## src/pps_cfg.svh

```systemverilog
// Offsets, field values, reset values and timing counts of the program sequencer
`ifndef PPS_CFG_SVH
`define PPS_CFG_SVH
`define PPS_ADDR_W 12
`define PPS_OFF_CTRL 12'h000
`define PPS_OFF_STAT 12'h004
`define PPS_PROG_BASE 12'h080
`define PPS_PROG_MASK 12'hf80
`define PPS_LINES 32
`define PPS_CTRL_EN_BIT 0
`define PPS_CTRL_GO_BIT 1
`define PPS_CTRL_LINE_LSB 8
`define PPS_STAT_LINE_LSB 8
`define PPS_STAT_POS_LSB 16
`define PPS_STAT_OUT1_BIT 24
`define PPS_STAT_OUT2_BIT 25
`define PPS_STAT_HOLD_BIT 26
`define PPS_CMD_POS 2'h0
`define PPS_CMD_LINE 2'h1
`define PPS_CMD_LEVEL 2'h2
`define PPS_CMD_END 2'h3
`define PPS_OPT_IGNORE 2'h0
`define PPS_OPT_IMMED 2'h1
`define PPS_OPT_COMPLETE 2'h2
`define PPS_SRC_OFF 2'h0
`define PPS_SRC_ON 2'h1
`define PPS_SRC_TARGET 2'h2
`define PPS_SRC_REMAIN 2'h3
`define PPS_CLK_NS 40
`define PPS_TICK_NS 1600000
`define PPS_TICK_CYC (`PPS_TICK_NS / `PPS_CLK_NS)
`define PPS_LINE_RST 25'h0000003
`endif

```

## src/pps_pkg.sv

```systemverilog
// Types of the positioning program sequencer
package pps_pkg;
  typedef enum logic [1:0] {
    PPS_IDLE = 2'b00,
    PPS_RUN = 2'b01,
    PPS_HALT = 2'b11
  } pps_state_type;
  typedef struct packed {
    logic [5:0] tgt2;
    logic [5:0] tgt1;
    logic [1:0] src2;
    logic [1:0] src1;
    logic [1:0] opt2;
    logic [1:0] opt1;
    logic eval_hold;
    logic eval2;
    logic eval1;
    logic [1:0] cmd;
  } pps_line_type;
  typedef struct packed {
    logic start;
    logic abort;
    logic hold;
    logic [5:0] pos;
  } pps_motion_type;
endpackage

```

## src/pps_sequencer.sv

```systemverilog
// Positioning program sequencer with APB register access
`timescale 1ns/100ps
`include "pps_cfg.svh"
//
// Notes on behaviour
// Program of up to 32 lines
// Four commands per line
// Ignore option drops edges during runs
// Immediate option aborts run and branches
// Complete option finishes run first
// Single evaluated input decides; none uses entry 1
// Each output has four sources
// Constants on entry, dynamic after start
// Evaluated hold decelerates, resumes on release
// Evaluated hold freezes the current line
// Edge detection continues during hold
// Hold never touches the outputs
// End line waits run, halts quietly
// Hold may interrupt run on end line
// Input 1 picks A, input 2 B
// Without edges the line waits forever
// No evaluation starts position entry 1
// Starting a run advances the line
// Complete option checks edges at target
// Lines processed once per tick
// Input 1 wins over input 2
// Hold input is active low
// Controller keeps inputs stable long enough
// Reset leaves sequencer inactive and quiet
module pps_sequencer #(
  parameter int TICK_CYCLES = `PPS_TICK_CYC,
  parameter int LINES = `PPS_LINES
) (
  input wire logic mclk_i,
  input wire logic resetn_i,
  input wire logic psel_i,
  input wire logic penable_i,
  input wire logic pwrite_i,
  input wire logic [`PPS_ADDR_W-1:0] paddr_i,
  input wire logic [31:0] pwdata_i,
  output logic [31:0] prdata_o,
  output logic pready_o,
  output logic pslverr_o,
  input wire logic branch_in_1_i,
  input wire logic branch_in_2_i,
  input wire logic hold_n_i,
  input wire logic run_busy_i,
  input wire logic target_reached_i,
  input wire logic remain_dist_i,
  output pps_pkg::pps_motion_type motion_o,
  output logic prog_out_1_o,
  output logic prog_out_2_o
);
  import pps_pkg::*;

  function automatic logic src_level(input logic [1:0] src, input logic tgt,
                                     input logic rem);
    case (src)
      `PPS_SRC_ON: src_level = 1'b1;
      `PPS_SRC_TARGET: src_level = tgt;
      `PPS_SRC_REMAIN: src_level = rem;
      default: src_level = 1'b0;
    endcase
  endfunction

  pps_line_type prog_reg [LINES];
  pps_state_type state_reg;
  logic [4:0] line_reg;
  logic entry_reg;
  logic [31:0] tick_cnt_reg;
  logic tick_reg;
  logic en_reg;
  logic [4:0] start_line_reg;
  logic in1_prev_reg;
  logic in2_prev_reg;
  logic e1_lat_reg;
  logic e2_lat_reg;
  logic [1:0] src1_reg;
  logic [1:0] src2_reg;
  logic [5:0] last_pos_reg;

  //==========================================================
  // APB slave
  logic setup;
  logic wr_acc;
  logic go_wr;
  logic prog_hit;
  logic [4:0] prog_idx;
  assign setup = psel_i & ~penable_i;
  assign wr_acc = psel_i & penable_i & pready_o & pwrite_i;
  assign prog_hit = (paddr_i & `PPS_PROG_MASK) == `PPS_PROG_BASE;
  assign prog_idx = paddr_i[6:2];
  assign go_wr = wr_acc && paddr_i == `PPS_OFF_CTRL && pwdata_i[`PPS_CTRL_GO_BIT];

  always_ff @(posedge mclk_i or negedge resetn_i)
  begin
    if (!resetn_i)
    begin
      pready_o <= 1'b0;
      pslverr_o <= 1'b0;
      prdata_o <= 32'h0;
    end
    else
    begin
      pready_o <= setup;
      pslverr_o <= setup & ~(prog_hit | paddr_i == `PPS_OFF_CTRL |
                             paddr_i == `PPS_OFF_STAT);
      prdata_o <= 32'h0;
      if (setup && !pwrite_i)
      begin
        if (prog_hit)
          prdata_o <= {7'h0, prog_reg[prog_idx]};
        else if (paddr_i == `PPS_OFF_CTRL)
          prdata_o <= {19'h0, start_line_reg, 7'h0, en_reg};
        else if (paddr_i == `PPS_OFF_STAT)
          prdata_o <= {5'h0, motion_o.hold, prog_out_2_o, prog_out_1_o,
                       2'h0, last_pos_reg, 3'h0, line_reg, 6'h0, state_reg};
      end
    end
  end

  // Program store, written over the bus R1
  always_ff @(posedge mclk_i or negedge resetn_i)
  begin
    if (!resetn_i)
    begin
      for (int i = 0; i < LINES; i++)
        prog_reg[i] <= `PPS_LINE_RST;
    end
    else if (wr_acc && prog_hit)
      prog_reg[prog_idx] <= pwdata_i[24:0];
  end

  always_ff @(posedge mclk_i or negedge resetn_i)
  begin
    if (!resetn_i)
    begin
      en_reg <= 1'b0;
      start_line_reg <= 5'h0;
    end
    else if (wr_acc && paddr_i == `PPS_OFF_CTRL)
    begin
      en_reg <= pwdata_i[`PPS_CTRL_EN_BIT];
      start_line_reg <= pwdata_i[`PPS_CTRL_LINE_LSB +: 5];
    end
  end

  //==========================================================
  // Processing tick
  always_ff @(posedge mclk_i or negedge resetn_i)
  begin
    if (!resetn_i)
    begin
      tick_cnt_reg <= 32'h0;
      tick_reg <= 1'b0;
    end
    else if (state_reg != PPS_RUN || tick_cnt_reg == 32'(TICK_CYCLES - 1))
    begin
      tick_cnt_reg <= 32'h0;
      tick_reg <= state_reg == PPS_RUN;
    end
    else
    begin
      tick_cnt_reg <= tick_cnt_reg + 32'h1;
      tick_reg <= 1'b0;
    end
  end

  //==========================================================
  // Line decode and decision
  pps_line_type ln;
  logic act;
  logic hold_blk;
  logic pend1;
  logic pend2;
  logic sel2;
  logic pend;
  logic autom;
  logic [1:0] opt;
  logic [5:0] tgt;
  logic take;
  logic drop;
  logic do_start;
  logic do_jump;
  logic consume;

  always_comb
  begin
    ln = prog_reg[line_reg];
    act = tick_reg && state_reg == PPS_RUN;
    hold_blk = ln.eval_hold & ~hold_n_i;
    pend1 = ln.eval1 & e1_lat_reg;
    pend2 = ln.eval2 & e2_lat_reg;
    sel2 = pend2 & ~pend1;
    pend = pend1 | pend2;
    autom = ~ln.eval1 & ~ln.eval2;
    opt = sel2 ? ln.opt2 : ln.opt1;
    tgt = autom ? ln.tgt1 : (sel2 ? ln.tgt2 : ln.tgt1);
    take = autom | (pend & (opt == `PPS_OPT_IMMED | !run_busy_i));
    drop = ~autom & pend & opt == `PPS_OPT_IGNORE & run_busy_i;
    do_start = act & ~hold_blk & take & ln.cmd == `PPS_CMD_POS;
    do_jump = act & ~hold_blk & take & ln.cmd == `PPS_CMD_LINE;
    consume = act & ~hold_blk & (ln.cmd == `PPS_CMD_POS | ln.cmd == `PPS_CMD_LINE) &
              (take | drop);
  end

  //==========================================================
  // Branch edge latches, set wins over clear
  logic edge1;
  logic edge2;
  assign edge1 = branch_in_1_i & ~in1_prev_reg;
  assign edge2 = branch_in_2_i & ~in2_prev_reg;

  always_ff @(posedge mclk_i or negedge resetn_i)
  begin
    if (!resetn_i)
    begin
      in1_prev_reg <= 1'b0;
      in2_prev_reg <= 1'b0;
      e1_lat_reg <= 1'b0;
      e2_lat_reg <= 1'b0;
    end
    else
    begin
      in1_prev_reg <= branch_in_1_i;
      in2_prev_reg <= branch_in_2_i;
      e1_lat_reg <= (e1_lat_reg & ~consume) | edge1;
      e2_lat_reg <= (e2_lat_reg & ~consume) | edge2;
    end
  end

  //==========================================================
  // Sequencing state and line pointer
  always_ff @(posedge mclk_i or negedge resetn_i)
  begin
    if (!resetn_i)
    begin
      state_reg <= PPS_IDLE;
      line_reg <= 5'h0;
      entry_reg <= 1'b0;
    end
    else if (go_wr && pwdata_i[`PPS_CTRL_EN_BIT])
    begin
      state_reg <= PPS_RUN;
      line_reg <= pwdata_i[`PPS_CTRL_LINE_LSB +: 5];
      entry_reg <= 1'b1;
    end
    else if (!en_reg)
      state_reg <= PPS_IDLE;
    else if (act)
    begin
      entry_reg <= 1'b0;
      case (ln.cmd)
        `PPS_CMD_POS:
        begin
          if (do_start)
          begin
            line_reg <= line_reg + 5'h1;
            entry_reg <= 1'b1;
          end
        end
        `PPS_CMD_LINE:
        begin
          if (do_jump)
          begin
            line_reg <= tgt[4:0];
            entry_reg <= 1'b1;
          end
        end
        `PPS_CMD_LEVEL:
        begin
          if (!hold_blk)
          begin
            line_reg <= branch_in_1_i ? ln.tgt1[4:0] : ln.tgt2[4:0];
            entry_reg <= 1'b1;
          end
        end
        default:
        begin
          if (!run_busy_i && !hold_blk)
            state_reg <= PPS_HALT;
        end
      endcase
    end
  end

  //==========================================================
  // Motion core requests
  always_ff @(posedge mclk_i or negedge resetn_i)
  begin
    if (!resetn_i)
    begin
      motion_o <= '0;
      last_pos_reg <= 6'h0;
    end
    else
    begin
      motion_o.start <= do_start;
      motion_o.abort <= (do_start | do_jump) & ~autom & opt == `PPS_OPT_IMMED &
                        run_busy_i;
      motion_o.hold <= state_reg == PPS_RUN & hold_blk;
      if (do_start)
      begin
        motion_o.pos <= tgt;
        last_pos_reg <= tgt;
      end
    end
  end

  //==========================================================
  // Output sources
  always_ff @(posedge mclk_i or negedge resetn_i)
  begin
    if (!resetn_i)
    begin
      src1_reg <= `PPS_SRC_OFF;
      src2_reg <= `PPS_SRC_OFF;
    end
    else if (act && ln.cmd != `PPS_CMD_END)
    begin
      if ((entry_reg && !ln.src1[1]) || (do_start && ln.src1[1]))
        src1_reg <= ln.src1;
      if ((entry_reg && !ln.src2[1]) || (do_start && ln.src2[1]))
        src2_reg <= ln.src2;
    end
  end

  // Outputs ignore the hold input
  always_ff @(posedge mclk_i or negedge resetn_i)
  begin
    if (!resetn_i)
    begin
      prog_out_1_o <= 1'b0;
      prog_out_2_o <= 1'b0;
    end
    else
    begin
      prog_out_1_o <= src_level(src1_reg, target_reached_i, remain_dist_i);
      prog_out_2_o <= src_level(src2_reg, target_reached_i, remain_dist_i);
    end
  end

  //==========================================================
  // Checks
  a_hold_no_start: assert property (@(posedge mclk_i) disable iff (!resetn_i)
    act && hold_blk |=> !motion_o.start && line_reg == $past(line_reg))
    else $error("line moved under hold");
  a_start_advance: assert property (@(posedge mclk_i) disable iff (!resetn_i)
    do_start && !go_wr && en_reg |=> motion_o.start && line_reg == 5'($past(line_reg) + 1))
    else $error("start did not advance line");
  a_edge_latched: assert property (@(posedge mclk_i) disable iff (!resetn_i)
    edge1 |=> e1_lat_reg)
    else $error("branch edge lost");
  a_prio_input_one: assert property (@(posedge mclk_i) disable iff (!resetn_i)
    do_start && pend1 && pend2 |=> motion_o.pos == $past(ln.tgt1))
    else $error("input two won over input one");
  a_ignore_busy: assert property (@(posedge mclk_i) disable iff (!resetn_i)
    act && !autom && pend && opt == `PPS_OPT_IGNORE && run_busy_i
    |=> !motion_o.start ##1 (!e1_lat_reg || $past(edge1) || $past(edge1, 2)))
    else $error("edge not discarded during run");
  a_immed_abort: assert property (@(posedge mclk_i) disable iff (!resetn_i)
    do_start && !autom && opt == `PPS_OPT_IMMED && run_busy_i
    |=> motion_o.abort && motion_o.start)
    else $error("immediate option did not abort");
  a_end_quiet: assert property (@(posedge mclk_i) disable iff (!resetn_i)
    state_reg == PPS_HALT |=> !motion_o.start && $stable(src1_reg) && $stable(src2_reg))
    else $error("halted program acted");
  a_wait_no_edge: assert property (@(posedge mclk_i) disable iff (!resetn_i)
    act && ln.cmd == `PPS_CMD_POS && !autom && !pend && !go_wr
    |=> !motion_o.start && line_reg == $past(line_reg))
    else $error("line left without edge");
endmodule

```

## config.mk

```make
export PLATFORM = sky130hd
export DESIGN_NAME = pps_sequencer
export DESIGN_NICKNAME = d
export VERILOG_FILES = /design/src/pps_pkg.sv /design/src/pps_sequencer.sv
export VERILOG_INCLUDE_DIRS = /design/src
export SDC_FILE = /design/constraint.sdc
export NUM_CORES = 2
export LEC_CHECK = 0
export ABC_AREA = 1
export ABC_CLOCK_PERIOD_IN_PS = 7300
export BUFFER_PORTS_ARGS = -buffer_cell sky130_fd_sc_hd__buf_2
export CORE_UTILIZATION = 30
export CTS_CLUSTER_SIZE = 28
export DETAILED_ROUTE_END_ITERATION = 7
export SETUP_SLACK_MARGIN = 0.4
export SYNTH_ARGS = -nofsm -noshare
export SYNTH_HDL_FRONTEND = slang
export SYNTH_SLANG_ARGS = --single-unit
```

## constraint.sdc

```tcl
create_clock -name mclk_i -period 7.3 [get_ports mclk_i]
set_input_delay 0.73 -clock mclk_i [delete_from_list [all_inputs] [get_ports mclk_i]]
set_output_delay 0.73 -clock mclk_i [all_outputs]
set_load 0.01 [all_outputs]
```

# Yosys cells after proc, flatten, opt, wreduce, memory -nomap -nowiden
# Cells that the tools add are included.
[op_classes]
add_sub_neg = 2
order_cmp = 3
eq_ne = 21
n_mux = 40
bitwise_logic = 51
reduce_logical = 33
[op_table]
columns = ["cell", "count"]
rows = [
  ["$bwmux W800", 1],
  ["$bmux W25 S5", 2],
  ["$mux W32", 4],
  ["$demux W25 S5", 1],
  ["$mux W25", 5],
  ["$mux W5", 7],
  ["$add A32 B1 Y32 const B", 1],
  ["$eq A32 B16 Y1 const B", 1],
  ["$and A1 B1 Y1", 28],
  ["$mux W27", 1],
  ["$pmux W5 S3", 1],
  ["$logic_and A1 B1 Y1", 13],
  ["$eq A12 B3 Y1 const B", 1],
  ["$ge A6 B6 Y1 const B", 2],
  ["$logic_not A12 Y1", 1],
  ["$mux W2", 6],
  ["$mux W6", 2],
  ["$not A5 Y6", 2],
  ["$not A1 Y1", 11],
  ["$eq A2 B1 Y1 const B", 5],
  ["$eq A2 B2 Y1 const B", 5],
  ["$or A1 B1 Y1", 10],
  ["$ne A3 B2 Y1 const B", 3],
  ["$pmux W1 S3", 3],
  ["17 further kinds", 34],
]
[word_totals]
register_bits = 900
out_inout_bits = 45

# Longest topological paths before layout
[logic_depth]
word_depth = 19
depth_mapped = 24

# Worst setup path before layout
# Ideal clock, no wire load.
[synth_timing]
path_kind = "register -> register"
from = "reg line_reg[0]"
to = "reg line_reg[4]"
setup_time_ns = 0.117
t_arrival_ns = 2.978
required_ns = 7.183
path_slack_ns = 4.205
stages_incl_launch_ff = 21
path_buffers = 9
period_less_slack_ns = 3.095
path_cell_list = "dfrtp_1 buf_6 buf_8 buf_6 buf_6 buf_8 buf_6 buf_6 buf_6 o21ai_0 o22ai_1 o211ai_1 nand3_1 o21ai_2 inv_2 ha_1 clkbuf_1 a41oi_1 nand2_4 nand3_1 nand2_1"
[synth_via]
elab_chain_len = 16
word_cells_on_any_way = 42
[synth_lines]
columns = ["element", "line_no", "rtl"]
rows = [
  ["from (decl)", "pps_sequencer.sv:68", "logic [4:0] line_reg;"],
  ["from (signal assigned)", "pps_sequencer.sv:245", "line_reg <= pwdata_i[`PPS_CTRL_LINE_LSB +: 5];"],
  ["from (signal assigned)", "pps_sequencer.sv:258", "line_reg <= line_reg + 5'h1;"],
  ["from (signal assigned)", "pps_sequencer.sv:266", "line_reg <= tgt[4:0];"],
  ["$not A5 Y6 (implied by the code)", "pps_sequencer.sv:189", "ln = prog_reg[line_reg];"],
  ["$bmux W25 S5", "pps_sequencer.sv:189", ""],
  ["$mux W25 (implied by the code) (2 in a row)", "pps_sequencer.sv:189", ""],
  ["$and A1 B1 Y1", "pps_sequencer.sv:192", "pend1 = ln.eval1 & e1_lat_reg;"],
  ["$not A1 Y1", "pps_sequencer.sv:194", "sel2 = pend2 & ~pend1;"],
  ["$and A1 B1 Y1", "pps_sequencer.sv:194", ""],
  ["$mux W2", "pps_sequencer.sv:197", "opt = sel2 ? ln.opt2 : ln.opt1;"],
  ["$eq A2 B1 Y1 (no source line)", "-", ""],
  ["$or A1 B1 Y1", "pps_sequencer.sv:199", "take = autom | (pend & (opt == `PPS_OPT_IMMED | !run_busy_i));"],
  ["$and A1 B1 Y1", "pps_sequencer.sv:199", ""],
  ["$or A1 B1 Y1", "pps_sequencer.sv:199", ""],
  ["$and A1 B1 Y1", "pps_sequencer.sv:201, pps_sequencer.sv:202", ""],
  ["$and A1 B1 Y1 (no source line)", "-", ""],
  ["$ne A3 B2 Y1 (no source line)", "-", ""],
  ["$reduce_and A6 Y1 (no source line)", "-", ""],
]
# Several ways; a longest one is shown, not always the timed one. The select of a mux whose other input is x is not followed.
# A chain may end at the register's enable or synchronous reset.

# Worst setup path in the final report
[layout_timing]
from = "reg line_reg[3]"
to = "reg last_pos_reg[5]"
[layout_via]
elab_chain_len = 14
word_cells_on_any_way = 25
[layout_lines]
columns = ["element", "line_no", "rtl"]
rows = [
  ["$not A5 Y6 (implied by the code) (*)", "pps_sequencer.sv:189", ""],
  ["$bmux W25 S5 (*)", "pps_sequencer.sv:189", ""],
  ["$mux W25 (implied by the code) (*) (2 in a row)", "pps_sequencer.sv:189", ""],
  ["$and A1 B1 Y1", "pps_sequencer.sv:192", ""],
  ["$not A1 Y1", "pps_sequencer.sv:194", ""],
  ["$and A1 B1 Y1", "pps_sequencer.sv:194", ""],
  ["$mux W2", "pps_sequencer.sv:197", ""],
  ["$eq A2 B1 Y1 (no source line)", "-", ""],
  ["$or A1 B1 Y1", "pps_sequencer.sv:199", ""],
  ["$and A1 B1 Y1", "pps_sequencer.sv:199", ""],
  ["$or A1 B1 Y1", "pps_sequencer.sv:199", ""],
  ["$and A1 B1 Y1", "pps_sequencer.sv:201", "do_start = act & ~hold_blk & take & ln.cmd == `PPS_CMD_POS;"],
  ["$and A1 B1 Y1 (no source line)", "-", ""],
  ["to (signal assigned)", "pps_sequencer.sv:305", "last_pos_reg <= tgt;"],
  ["to (decl)", "pps_sequencer.sv:80", "logic [5:0] last_pos_reg;"],
]
# Mark *: on every way between the ends. The rest lies on a longest branch, timed or not. The select of a mux whose other input is x is not followed.

==> results_dict.tcl <==
set metrics [dict create \
    worstSetupStartpointType "flip-flop" \
    seqPwrFrac 0.460 \
    required_ps 7880 \
    utilization 0.336 \
    die_h_um 392 \
    synth_edf_count 0 \
    final_area_sq_um 50600 \
    io_pins 100 \
    rsz0062_at_grt "false" \
    setup_viol 0 \
    crit_fanout 29 \
    yosysTopAreaCellShare 0.455 \
    io_buffers 87 \
    syn_area_sq_um 45700 \
    ys_async_sr_fraction 1.00 \
    place_area_sq_um 47200 \
    sw_frac_of_total 0.241 \
    hp-class "primary input to async pin" \
    worstReg2RegStart "line_reg[3]$_DFFE_PN0P_" \
    finalMaxSlewViolations 0 \
    first_pass_iters 6 \
    synth.largest_area_cell "dfrtp_1" \
    end_kind "flip-flop" \
    clockBufferDepth 3 \
    place_hpwl_um 102000 \
    leakagePower_nw 21.5 \
    die_w_um 392 \
    cts_buffers 101 \
    wl_per_cell_um 24.0 \
    drv_cap 0 \
    peakVddDrop_uv 216 \
    p_switching_mw 2.62 \
    post-route-period-util 0.665 \
    core_region_area_sq_um 150000 \
    largest_register_ffs 800 \
    postRouteAntennaNets 0 \
    synth_ff_type "dfrtp_1" \
    grt_pass1_vias 40000 \
    fillers 15700 \
    place_congestion 0.887 \
    ctsHoldBuffers 0 \
    synth_top_cells_by_area "dfrtp_1 (46%), o21ai_0 (13%), nand2_1 (11%)" \
    slew_headroom 0.233 \
    initial_core_util 0.303 \
    cts_resized 0 \
    synthToLayoutAreaGrowth_pct 10.9 \
    r2r-end "last_pos_reg[5]$_DFFE_PN0N_" \
    drtIter0Drc 6401 \
    path_clk_slew_ps 60 \
    via_per_inst 5.72 \
    core.rowCount 142 \
    r2r_slack_ps 2450 \
    dieArea_sq_um 154000 \
    fin_skew_ps 31.0 \
    crit_type "flip-flop to flip-flop" \
    cp.arrival_ps 5430 \
    final.setup.tns_ps 0 \
    antenna_found_initial 11 \
    layout_common_cells "nand2_1 (1252), o21ai_0 (1187), dfrtp_1 (827), nor2_1 (463), o22ai_1 (253)" \
    status "complete, no violations" \
    r2r.worst_path.cells 14 \
    worst_hold_slack_ps 68.3 \
    p_int_mw 8.27 \
    synth_warnings 0 \
    clock_latency_ps 710 \
    layout.cells.most_common "nand2_1" \
    drc 0 \
    final_hold_viol_count 0 \
    post-cts-setup-buffers 0 \
    grt_use_total 0.231 \
    max_clock_freq_mhz 206 \
    final_nets 5559 \
    ys_seq_area_frac 0.492 \
    synth_cell_types 62 \
    p_clk_frac 0.489 \
    htreeDepth 3 \
    post-place-cells 7411 \
    drive_gt1_frac 0.0884 \
    overflow 0 \
    worst_pin_slew_ps 1150 \
    cts.sinks 895 \
    totalWireLength_um 182000 \
    clock-root-buffer "clkbuf_16" \
    grt_max_degree 169 \
    cts_tree "built" \
    synth_cells 5724 \
    p_per_area_nw_per_um2 215 \
    comb_power_share 0.051 \
    syn_avg_cell_area_sq_um 7.98 \
    layoutNonFillerInstCount 7594 \
    num_vias 43400 \
    grt_pass1_wl_um 268000 \
    layout_min_cycle_time_ps 4850 \
    ys_ff_latch 895 \
]
synthesized netlist by cell type, types with 5 or more instances:
cell and number:
o21ai_0 1187, xor2_1 7, clkbuf_1 350, dfstp_2 64, nand2_2 7, o21ai_1 85, dfrtp_1 831, o22ai_1 253
buf_4 25, buf_1 34, and3_1 5, buf_6 46, o211ai_1 46, nor2_1 465, nand2_1 1286, inv_1 206
a22oi_1 184, nor4_1 12, a2111oi_0 5, a211oi_1 7, a221oi_1 12, a31oi_1 14, o221ai_1 52, or2_1 5
nand4_1 38, ha_1 6, inv_2 11, a32oi_1 6, o21a_1 5, nor3_1 52, buf_2 55, nand3_1 160
a21o_1 7, a21oi_1 142
through the flow:
| step | power (mW) | setup WS [ps] |
|---|---|---|
| final | 10.9 | 2450 |
| after global routing | 11.2 | 2530 |
| after CTS | 10.9 | 2750 |
| after detailed placement | 5.65 | 2300 |
| after global placement | 5.65 | 2400 |
| after floorplan | 5.36 | 4210 |
how the worst max path moves through the flow:
stage                             from                          end  slack (ps)
5_1_grt        line_reg[3]$_DFFE_PN0P_      src1_reg[0]$_DFFE_PN0P_        2530
6_report       line_reg[3]$_DFFE_PN0P_  last_pos_reg[5]$_DFFE_PN0N_        2450
4_1_cts        line_reg[3]$_DFFE_PN0P_  last_pos_reg[5]$_DFFE_PN0N_        2750
3_3_place_gp                paddr_i[8]    prog_reg[381]$_DFFE_PN0P_        2400
3_5_place_dp                paddr_i[8]    prog_reg[380]$_DFFE_PN0P_        2300
2_1_floorplan  line_reg[0]$_DFFE_PN0P_      line_reg[4]$_DFFE_PN0P_        4210
cells by family after synthesis:
group,after synthesis,synth area share
flip-flops,895,0.492
buffers and inverters,733,0.0720
AO/OA/AOI/OAI,2035,0.253
AND/OR/NAND/NOR,2045,0.180
other,1,0.0000821
XOR/XNOR,9,0.00173
adder cells (fa/ha/maj),6,0.00164
power groups by stage:
stage	Combinational [mW]	Clock, mW	Sequential [mW]
detailed placement	0.547	0	5.10
global route	0.600	5.57	5.02
global placement	0.545	0	5.10
floorplan	0.266	0	5.10
CTS	0.548	5.37	5.02
finish	0.553	5.32	5.02
worst max-delay path: stages, from the launching register on:
cell and delay, ps:
dfrtp_1 790, nand2_1 580, inv_2 690, buf_4 610, nand2_1 110, nand2_1 80, nor2_1 50, nand2_1 230
nand3_2 190, nand2_4 180, inv_1 260, o211ai_1 450, o21ai_1 270, nand2_1 150, nand2_1 60
routing by layer:
| layer | track usage | vias up | routed length (um) |
|---|---|---|---|
| li1 | - | 19300 | - |
| met1 | 0.312 | 21000 | 73400 |
| met2 | 0.348 | 2603 | 78800 |
| met3 | 0.0437 | 546 | 18600 |
| met4 | 0.123 | 12 | 11000 |
| met5 | 0 | - | 64 |
layout make-up:
type | count | area, sq um | area share
antenna | 1 | 2.50 | 0.0000494
clock buffer | 158 | 3080 | 0.0609
clock inverter | 24 | 354 | 0.00699
inverter | 221 | 853 | 0.0169
multi-input combinational | 4100 | 20100 | 0.396
sequential | 895 | 22500 | 0.444
tap | 2016 | 2520 | 0.0498
timing repair buffer | 179 | 1260 | 0.0249
No activity file was read; power rests on OpenSTA's default activity.
